--- src/char_lcd_pkg.sv ---
package char_lcd_pkg;

   // ==========================================================
   // Register offsets (byte addresses)
   localparam logic [3:0] OFF_INSTR  = 4'h0;
   localparam logic [3:0] OFF_DATA   = 4'h4;
   localparam logic [3:0] OFF_CONFIG = 4'h8;

   // ==========================================================
   // Field positions
   localparam int BUSY_BIT    = 7;
   localparam int CFG_DISP    = 0;
   localparam int CFG_CUR     = 1;
   localparam int CFG_BLINK   = 2;
   localparam int CFG_INC     = 3;
   localparam int CFG_SHIFT   = 4;
   localparam int CFG_WIDTH   = 5;
   localparam int CFG_LINES   = 6;
   localparam int CFG_FONT    = 7;
   localparam int CFG_GLYPH   = 8;
   localparam int CFG_OFF_LSB = 16;

   // ==========================================================
   // Address map of the text RAM
   localparam logic [6:0] HOME_ADDR    = 7'h00;
   localparam logic [6:0] ROW2_BASE    = 7'h40;
   localparam logic [6:0] ROW1_LAST_2L = 7'h27;
   localparam logic [6:0] ROW2_LAST_2L = 7'h67;
   localparam logic [6:0] LAST_1L      = 7'h4F;
   localparam logic [6:0] OFF_MAX_2L   = 7'h27;
   localparam logic [6:0] OFF_MAX_1L   = 7'h4F;
   localparam logic [7:0] SPACE_CODE   = 8'h20;
   localparam logic [6:0] TEXT_LAST    = 7'h7F;

   // ==========================================================
   // Duty codes (denominator of the duty factor)
   localparam logic [4:0] DUTY_1L_5X8  = 5'h08;
   localparam logic [4:0] DUTY_1L_5X11 = 5'h0B;
   localparam logic [4:0] DUTY_2L      = 5'h10;

   // ==========================================================
   // Reset values
   localparam logic [4:0] DUTY_RESET  = 5'h08;
   localparam logic       INC_RESET   = 1'b1;
   localparam logic       WIDTH_RESET = 1'b1;

   // ==========================================================
   // Timing
   localparam int CLK_MHZ    = 100;
   localparam int EXEC_NS    = 18500;
   localparam int CLEAR_NS   = 760000;
   localparam int BLINK_MS   = 185;
   localparam logic [16:0] EXEC_CYC = 17'(EXEC_NS * CLK_MHZ / 1000);
   localparam int CLEAR_CYC_DEF = CLEAR_NS * CLK_MHZ / 1000;
   localparam int BLINK_CYC_DEF = BLINK_MS * CLK_MHZ * 1000;

   // ==========================================================
   // Serial frame: select bit then eight payload bits
   localparam logic [3:0] FRAME_LAST = 4'h8;

   typedef enum logic [1:0] {
      PH_IDLE  = 2'b00,
      PH_CLEAR = 2'b01,
      PH_BUSY  = 2'b11
   } phase_t;

endpackage

--- src/char_lcd_instruction_decoder.sv ---
`timescale 1ns/1ps
module char_lcd_instruction_decoder #(
   parameter int CLEAR_CYC = char_lcd_pkg::CLEAR_CYC_DEF,
   parameter int BLINK_CYC = char_lcd_pkg::BLINK_CYC_DEF
)(
   input  wire logic        clk_i,
   input  wire logic        rst_i,
   input  wire logic        wb_cyc_i,
   input  wire logic        wb_stb_i,
   input  wire logic        wb_we_i,
   input  wire logic [3:0]  wb_adr_i,
   input  wire logic [3:0]  wb_sel_i,
   input  wire logic [31:0] wb_dat_i,
   output logic      [31:0] wb_dat_o,
   output logic             wb_ack_o,
   input  wire logic        chip_select_n_i,
   input  wire logic        serial_clk_i,
   input  wire logic        serial_in_i,
   input  wire logic        disp_row_i,
   input  wire logic [3:0]  disp_col_i,
   output logic      [7:0]  disp_char_o,
   output logic      [6:0]  cursor_addr_o,
   output logic             display_on_o,
   output logic             cursor_on_o,
   output logic             blink_phase_o,
   output logic      [4:0]  duty_o,
   output logic             busy_flag_o
);

   // ==========================================================
   // Helper functions
   function automatic logic [6:0] step_addr(input logic [6:0] a,
                                            input logic       up,
                                            input logic       two,
                                            input logic       g);
      logic [6:0] r;
      r = up ? a + 7'h01 : a - 7'h01;
      if (g)
      begin
         r[6] = 1'b0;
      end
      else if (two)
      begin
         if (up && a == char_lcd_pkg::ROW1_LAST_2L)
            r = char_lcd_pkg::ROW2_BASE;
         else if (up && a == char_lcd_pkg::ROW2_LAST_2L)
            r = char_lcd_pkg::HOME_ADDR;
         else if (!up && a == char_lcd_pkg::HOME_ADDR)
            r = char_lcd_pkg::ROW2_LAST_2L;
         else if (!up && a == char_lcd_pkg::ROW2_BASE)
            r = char_lcd_pkg::ROW1_LAST_2L;
      end
      else
      begin
         if (up && a == char_lcd_pkg::LAST_1L)
            r = char_lcd_pkg::HOME_ADDR;
         else if (!up && a == char_lcd_pkg::HOME_ADDR)
            r = char_lcd_pkg::LAST_1L;
      end
      return r;
   endfunction

   // Offset of the visible window; a left shift raises it
   function automatic logic [6:0] shift_off(input logic [6:0] off,
                                            input logic       left,
                                            input logic       two);
      logic [6:0] lim;
      logic [6:0] r;
      lim = two ? char_lcd_pkg::OFF_MAX_2L : char_lcd_pkg::OFF_MAX_1L;
      if (left)
         r = (off >= lim) ? 7'h00 : off + 7'h01;
      else
         r = (off == 7'h00 || off > lim) ? lim : off - 7'h01;
      return r;
   endfunction

   // ==========================================================
   // State
   typedef struct packed {
      char_lcd_pkg::phase_t phase;
      logic [16:0] wait_cnt;
      logic [6:0]  clr_idx;
      logic [6:0]  ptr;
      logic        glyph_sel;
      logic        inc;
      logic        shift_en;
      logic        disp_on;
      logic        cur_on;
      logic        blink_en;
      logic        width8;
      logic        two_line;
      logic        font;
      logic [4:0]  duty;
      logic [6:0]  disp_off;
      logic        cs_s1;
      logic        cs_s2;
      logic        sck_s1;
      logic        sck_s2;
      logic        sck_d;
      logic        sd_s1;
      logic        sd_s2;
      logic [3:0]  bit_cnt;
      logic [7:0]  shreg;
      logic        ack;
      logic [31:0] rdata;
      logic [24:0] blink_cnt;
      logic        blink_ph;
      logic [7:0]  disp_char;
   } state_t;

   state_t st;
   state_t next_st;

   logic [7:0]  text_ram  [0:127];
   logic [7:0]  glyph_ram [0:63];
   logic        ram_we;
   logic        ram_glyph;
   logic [6:0]  ram_addr;
   logic [7:0]  ram_wdata;
   logic        wb_req;
   logic        ser_fire;
   logic        cmd_valid;
   logic        cmd_rs;
   logic        cmd_read;
   logic [7:0]  cmd_byte;
   logic [7:0]  ram_rbyte;
   logic [6:0]  win_pos;
   logic [6:0]  win_lim;
   logic [6:0]  disp_addr;

   // ==========================================================
   // Command sources
   assign wb_req   = wb_cyc_i & wb_stb_i & ~st.ack;
   assign ser_fire = ~st.cs_s2 & st.sck_s2 & ~st.sck_d
                     & (st.bit_cnt == char_lcd_pkg::FRAME_LAST);

   always_comb
   begin
      cmd_valid = 1'b0;
      cmd_rs    = 1'b0;
      cmd_read  = 1'b0;
      cmd_byte  = 8'h00;
      if (wb_req)
      begin
         // Address picks instruction or data register
         cmd_valid = (wb_adr_i == char_lcd_pkg::OFF_INSTR) ||
                     (wb_adr_i == char_lcd_pkg::OFF_DATA);
         cmd_rs    = (wb_adr_i == char_lcd_pkg::OFF_DATA);
         cmd_read  = ~wb_we_i;
         cmd_byte  = wb_dat_i[7:0];
         if (wb_we_i && !wb_sel_i[0])
            cmd_valid = 1'b0;
      end
      else if (ser_fire)
      begin
         cmd_valid = 1'b1;
         cmd_rs    = st.shreg[7];
         cmd_byte  = {st.shreg[6:0], st.sd_s2};
      end
   end

   assign ram_rbyte = st.glyph_sel ? glyph_ram[st.ptr[5:0]]
                                   : text_ram[st.ptr];

   // Visible position to text RAM address
   assign win_lim   = st.two_line ? char_lcd_pkg::OFF_MAX_2L
                                  : char_lcd_pkg::OFF_MAX_1L;
   assign win_pos   = ({3'h0, disp_col_i} + st.disp_off > win_lim)
                      ? {3'h0, disp_col_i} + st.disp_off - win_lim
                        - 7'h01
                      : {3'h0, disp_col_i} + st.disp_off;
   assign disp_addr = disp_row_i ? char_lcd_pkg::ROW2_BASE + win_pos
                                 : win_pos;

   // ==========================================================
   // Next state
   always_comb
   begin
      next_st   = st;
      ram_we    = 1'b0;
      ram_glyph = st.glyph_sel;
      ram_addr  = st.ptr;
      ram_wdata = cmd_byte;

      next_st.cs_s1  = chip_select_n_i;
      next_st.cs_s2  = st.cs_s1;
      next_st.sck_s1 = serial_clk_i;
      next_st.sck_s2 = st.sck_s1;
      next_st.sck_d  = st.sck_s2;
      next_st.sd_s1  = serial_in_i;
      next_st.sd_s2  = st.sd_s1;

      // Serial shifter
      if (st.cs_s2)
      begin
         next_st.bit_cnt = 4'h0;
      end
      else if (st.sck_s2 && !st.sck_d)
      begin
         next_st.shreg   = {st.shreg[6:0], st.sd_s2};
         next_st.bit_cnt = ser_fire ? 4'h0 : st.bit_cnt + 4'h1;
      end

      // Wishbone answer
      next_st.ack = wb_req;
      if (wb_req)
      begin
         next_st.rdata = 32'h0;
         if (wb_adr_i == char_lcd_pkg::OFF_INSTR)
            next_st.rdata[7:0] = {st.phase != char_lcd_pkg::PH_IDLE,
                                  st.ptr};
         else if (wb_adr_i == char_lcd_pkg::OFF_DATA)
            next_st.rdata[7:0] = ram_rbyte;
         else if (wb_adr_i == char_lcd_pkg::OFF_CONFIG)
         begin
            next_st.rdata[char_lcd_pkg::CFG_DISP]  = st.disp_on;
            next_st.rdata[char_lcd_pkg::CFG_CUR]   = st.cur_on;
            next_st.rdata[char_lcd_pkg::CFG_BLINK] = st.blink_en;
            next_st.rdata[char_lcd_pkg::CFG_INC]   = st.inc;
            next_st.rdata[char_lcd_pkg::CFG_SHIFT] = st.shift_en;
            next_st.rdata[char_lcd_pkg::CFG_WIDTH] = st.width8;
            next_st.rdata[char_lcd_pkg::CFG_LINES] = st.two_line;
            next_st.rdata[char_lcd_pkg::CFG_FONT]  = st.font;
            next_st.rdata[char_lcd_pkg::CFG_GLYPH] = st.glyph_sel;
            next_st.rdata[char_lcd_pkg::CFG_OFF_LSB +: 7] = st.disp_off;
         end
      end

      // Busy sequencing
      case (st.phase)
         char_lcd_pkg::PH_IDLE:
         begin
            next_st.wait_cnt = 17'h0;
         end
         char_lcd_pkg::PH_CLEAR:
         begin
            ram_we           = 1'b1;
            ram_glyph        = 1'b0;
            ram_addr         = st.clr_idx;
            ram_wdata        = char_lcd_pkg::SPACE_CODE;
            next_st.clr_idx  = st.clr_idx + 7'h01;
            next_st.wait_cnt = st.wait_cnt - 17'h1;
            if (st.clr_idx == char_lcd_pkg::TEXT_LAST)
               next_st.phase = char_lcd_pkg::PH_BUSY;
         end
         char_lcd_pkg::PH_BUSY:
         begin
            next_st.wait_cnt = st.wait_cnt - 17'h1;
            if (st.wait_cnt == 17'h0)
               next_st.phase = char_lcd_pkg::PH_IDLE;
         end
         default:
         begin
            next_st.phase = char_lcd_pkg::PH_IDLE;
         end
      endcase

      // Execution; commands during busy are dropped, flag read allowed
      if (cmd_valid && st.phase == char_lcd_pkg::PH_IDLE &&
          !(cmd_read && !cmd_rs))
      begin
         next_st.phase    = char_lcd_pkg::PH_BUSY;
         next_st.wait_cnt = char_lcd_pkg::EXEC_CYC - 17'h1;
         if (cmd_rs)
         begin
            next_st.ptr = step_addr(st.ptr, st.inc, st.two_line,
                                    st.glyph_sel);
            if (cmd_read)
               ram_we = 1'b0;
            else
            begin
               ram_we = 1'b1;
               if (st.shift_en && !st.glyph_sel)
                  next_st.disp_off = shift_off(st.disp_off, st.inc,
                                               st.two_line);
            end
         end
         else
         begin
            casez (cmd_byte)
               8'b1???????:
               begin
                  next_st.ptr       = cmd_byte[6:0];
                  next_st.glyph_sel = 1'b0;
               end
               8'b01??????:
               begin
                  next_st.ptr       = {1'b0, cmd_byte[5:0]};
                  next_st.glyph_sel = 1'b1;
               end
               8'b001?????:
               begin
                  next_st.width8   = cmd_byte[4];
                  next_st.two_line = cmd_byte[3];
                  next_st.font     = cmd_byte[2];
                  next_st.disp_off = 7'h00;
                  if (cmd_byte[3])
                     next_st.duty = char_lcd_pkg::DUTY_2L;
                  else if (cmd_byte[2])
                     next_st.duty = char_lcd_pkg::DUTY_1L_5X11;
                  else
                     next_st.duty = char_lcd_pkg::DUTY_1L_5X8;
               end
               8'b0001????:
               begin
                  if (cmd_byte[3])
                     next_st.disp_off = shift_off(st.disp_off,
                                                  ~cmd_byte[2],
                                                  st.two_line);
                  else
                     next_st.ptr = step_addr(st.ptr, cmd_byte[2],
                                             st.two_line,
                                             st.glyph_sel);
               end
               8'b00001???:
               begin
                  next_st.disp_on  = cmd_byte[2];
                  next_st.cur_on   = cmd_byte[1];
                  next_st.blink_en = cmd_byte[0];
               end
               8'b000001??:
               begin
                  next_st.inc      = cmd_byte[1];
                  next_st.shift_en = cmd_byte[0];
               end
               8'b0000001?:
               begin
                  next_st.ptr       = char_lcd_pkg::HOME_ADDR;
                  next_st.glyph_sel = 1'b0;
                  next_st.disp_off  = 7'h00;
                  next_st.wait_cnt  = 17'(CLEAR_CYC - 1);
               end
               8'b00000001:
               begin
                  next_st.phase     = char_lcd_pkg::PH_CLEAR;
                  next_st.clr_idx   = 7'h00;
                  next_st.ptr       = char_lcd_pkg::HOME_ADDR;
                  next_st.glyph_sel = 1'b0;
                  next_st.disp_off  = 7'h00;
                  next_st.inc       = 1'b1;
                  next_st.wait_cnt  = 17'(CLEAR_CYC - 1);
               end
               default:
               begin
                  next_st.phase = char_lcd_pkg::PH_IDLE;
               end
            endcase
         end
      end

      // Cursor blink timer
      if (!st.blink_en)
      begin
         next_st.blink_cnt = 25'h0;
         next_st.blink_ph  = 1'b0;
      end
      else if (st.blink_cnt == 25'(BLINK_CYC - 1))
      begin
         next_st.blink_cnt = 25'h0;
         next_st.blink_ph  = ~st.blink_ph;
      end
      else
         next_st.blink_cnt = st.blink_cnt + 25'h1;

      next_st.disp_char = text_ram[disp_addr];
   end

   // ==========================================================
   // Registers
   always_ff @(posedge clk_i)
   begin
      if (rst_i)
      begin
         st          <= '0;
         st.phase    <= char_lcd_pkg::PH_IDLE;
         st.inc      <= char_lcd_pkg::INC_RESET;
         st.width8   <= char_lcd_pkg::WIDTH_RESET;
         st.duty     <= char_lcd_pkg::DUTY_RESET;
         st.cs_s1    <= 1'b1;
         st.cs_s2    <= 1'b1;
      end
      else
         st <= next_st;
   end

   always_ff @(posedge clk_i)
   begin
      if (ram_we && ram_glyph)
         glyph_ram[ram_addr[5:0]] <= ram_wdata;
      else if (ram_we)
         text_ram[ram_addr] <= ram_wdata;
   end

   // ==========================================================
   // Outputs
   assign wb_dat_o      = st.rdata;
   assign wb_ack_o      = st.ack;
   assign disp_char_o   = st.disp_char;
   assign cursor_addr_o = st.ptr;
   assign display_on_o  = st.disp_on;
   assign cursor_on_o   = st.cur_on;
   assign blink_phase_o = st.blink_ph;
   assign duty_o        = st.duty;
   assign busy_flag_o   = st.phase != char_lcd_pkg::PH_IDLE;

endmodule

--- config.mk ---
export PLATFORM = sky130hd
export DESIGN_NAME = char_lcd_instruction_decoder
export DESIGN_NICKNAME = d
export VERILOG_FILES = /design/src/char_lcd_pkg.sv /design/src/char_lcd_instruction_decoder.sv
export SDC_FILE = /design/constraint.sdc
export NUM_CORES = 2
export LEC_CHECK = 0
export BUFFER_PORTS_ARGS = -buffer_cell sky130_fd_sc_hd__buf_4
export CORE_ASPECT_RATIO = 0.75
export CORE_MARGIN = 5
export CORE_UTILIZATION = 40
export CTS_CLUSTER_DIAMETER = 120
export DETAILED_ROUTE_END_ITERATION = 8
export HOLD_SLACK_MARGIN = 0.12
export SYNTH_ARGS = -nofsm -noshare
export SYNTH_HDL_FRONTEND = slang
export SYNTH_SLANG_ARGS = --single-unit
--- constraint.sdc ---
create_clock -name clk_i -period 9.4 [get_ports clk_i]
set_clock_uncertainty 0.2 [all_clocks]
set_input_delay 1.41 -clock clk_i [delete_from_list [all_inputs] [get_ports clk_i]]
set_output_delay 1.41 -clock clk_i [all_outputs]
set_load 0.05 [all_outputs]
==> flow_metrics.env <==
export IMPL_gp_congestion=0.896
export IMPL_drive_gt1_frac=0.263
export IMPL_finalHoldViolCount=0
export IMPL_area_growth_pct=11.0
export IMPL_fin_crit_sh=0.693
export IMPL_fmax_mhz=154
export IMPL_grt_pass1_vias=42062
export IMPL_ys_ff_latch=1664
export IMPL_drt_iter0_drc=6538
export IMPL_synthFlopType="edfxtp_1"
export IMPL_start_kind="primary input"
export IMPL_core_area_um2=188000
export IMPL_tightest_slew_ps=1520
export IMPL_cp_arrival_ps=6960
export IMPL_holdBufCountCts=0
export IMPL_start_util=0.401
export IMPL_vdd_ir_drop_worst_mv=0.152
export IMPL_slew_headroom=-0.0201
export IMPL_track_usage=0.220
export IMPL_drc=0
export IMPL_synth_cell_type_count=78
export IMPL_num_vias=43837
export IMPL_postCtsSetupRepairBufs=0
export IMPL_avgSynthCellArea_um2=17.6
export IMPL_cts_resized=0
export IMPL_finalSetupTns_ps=0
export IMPL_wl_per_cell_um=31.7
export IMPL_clockBufferDepth=3
export IMPL_synthArstFlopShare=0
export IMPL_synth_edff_count=1536
export IMPL_crit_type="in2reg"
export IMPL_violations="max-capacitance violations, max-slew violations"
export IMPL_critPathMaxFanout=22
export IMPL_dp_hpwl_um=138000
export IMPL_synthTopCellsByArea="edfxtp_1, mux4_2, dfxtp_1"
export IMPL_routed_wl_um=220000
export IMPL_cts_root_buf="clkbuf_16"
export IMPL_nets=4357
export IMPL_syn_inst=4297
export IMPL_status="finished with violations"
export IMPL_layout_commonest_cell="edfxtp_1"
export IMPL_cts_buffers=164
export IMPL_worst_ep_required_time_ps=9840
export IMPL_fp_row_count=138
export IMPL_syn_area_um2=75500
export IMPL_setup_ws_ps=2890
export IMPL_final_cell_mix="edfxtp_1, mux4_2, nor2_1"
export IMPL_hp_class="reg2reg"
export IMPL_ios=110
export IMPL_slew_viol_final=7
export IMPL_gr_total_overflow=0
export IMPL_antenna_found_initial=6
export IMPL_via_per_inst=6.31
export IMPL_seq_area_frac_synth=0.645
export IMPL_die_area_um2=198000
export IMPL_grt_max_degree=193
export IMPL_cts_htree_levels=4
export IMPL_critPathCaptureType="flop"
export IMPL_synth_top_area_frac=0.611
export IMPL_cts_clk_slew_worst_paths_ps=60
export IMPL_finalCoreUtilization=0.445
export IMPL_yosys_warnings=0
export IMPL_first_pass_iters=8
export IMPL_die_x_um=512
export IMPL_port_buffer_count=65
export IMPL_fin_crit_ps=6510
export IMPL_finalSetupViolCount=0
export IMPL_die_height_um=386
export IMPL_yosysTopAreaCell="edfxtp_1"
export IMPL_drv_cap=2
export IMPL_leakage_nw=25.6
export IMPL_power_density_nw_per_um2=182
export IMPL_ant_nets=0
export IMPL_cts_tree="done"
export IMPL_grt_pass1_wl_um=316000
export IMPL_rsz0062_at_grt="false"
export IMPL_cts_sinks=1664
export IMPL_pre_cts_ws_ps=2400
export IMPL_insertion_delay_ps=800
[cell type report]
class | instances | area, µm²
Sequential cell | 1664 | 48700
Fill cell | 16158 | 104000
Inverter | 44 | 166
Timing Repair Buffer | 137 | 1180
Tap cell | 2520 | 3150
Clock buffer | 217 | 4400
Antenna cell | 3 | 7.51
Multi-Input combinational cell | 2270 | 25300
Clock inverter | 88 | 850
[worst max-delay path, stage by stage]
cell and delay, ps:
buf_4 90, ha_4 120, inv_1 50, fa_4 510, nor2b_1 260, o22ai_1 150
xnor2_1 540, inv_1 220, ha_1 250, nand2b_1 160, a21oi_1 340, and2_1 320
o21ai_4 220, buf_4 340, nor2_1 930, nand3_1 240, a31oi_1 600, o22ai_1 170
[flip-flops by register name (all words and copies together), names as in the netlist, 3 cells and up, named ones only]
name and flops:
cursor_addr_o 7, disp_char_o 8, duty_o 3, glyph_ram 512, next_st 4, st 79
text_ram 1024, wb_dat_o 16
[logic make-up (layout without fill, tap and decap cells)]
kind of cell	Yosys count	count (layout)	synth area share
xor+xnor	50	50	0.00590
other cells	1	20	0.0000497
fa+ha+maj	23	23	0.00391
mux	849	849	0.232
flops	1664	1664	0.645
simple gates	881	881	0.0516
buf+inv	379	486	0.0228
compound gates	450	450	0.0385
[worst paths after layout]
check / startpoint / endpoint / slack, ps / depth (start not counted)
setup / recovery: disp_col_i[0] / disp_char_o[6]$_SDFF_PP0_ / 2890 / 18
hold / removal: next_st[84]$_SDFF_PP1_ / st[84]$_SDFF_PP1_ / 220 / 1
setup reg to reg: st[86]$_SDFFE_PP0P_ / disp_char_o[6]$_SDFF_PP0_ / 3030 / 17
hold reg to reg: next_st[84]$_SDFF_PP1_ / st[84]$_SDFF_PP1_ / 220 / 1
[power breakdown]
| group | switching (mW) | internal [mW] | leakage (nW) | total [mW] |
|---|---|---|---|---|
| sequential | 0.0148 | 8.06 | 15.1 | 8.07 |
| combinational | 0.382 | 0.185 | 7.91 | 0.567 |
| clock | 2.90 | 3.67 | 2.53 | 6.57 |
[synth_stat cells (23+ instances only)]
master and n:
nor2_1 348, edfxtp_1 1536, buf_4 58, a22oi_1 23, a31oi_1 24, buf_1 45
nand2_1 264, dfxtp_1 128, xor2_1 30, a32oi_1 31, inv_1 43, mux4_2 719
nor3_1 34, nand3_1 97, buf_2 63, a21oi_1 105, clkbuf_1 169, o211ai_1 35
o21ai_0 105, mux2i_1 109
[per-layer routing]
layer,track usage,vias to the layer above,part of all wire
li1,-,17555,-
met1,0.330,23128,0.42
met2,0.304,2845,0.42
met3,0.0831,305,0.14
met4,0.0485,4,0.021
met5,0.00783,-,0.00068
[per-stage QoR]
step | instance area [µm²] | power, mW | hold WS [ps] | instances
6_report | 83800 | 15.2 | 221 | 6943
5_1_grt | 83700 | 15.6 | 252 | 6940
2_1_floorplan | 75500 | 8.60 | 189 | 4313
3_3_place_gp | 78500 | 8.78 | 200 | 6635
3_5_place_dp | 78500 | 8.79 | 214 | 6635
4_1_cts | 83700 | 15.3 | 229 | 6940
Power figures use the tool's default switching activity.
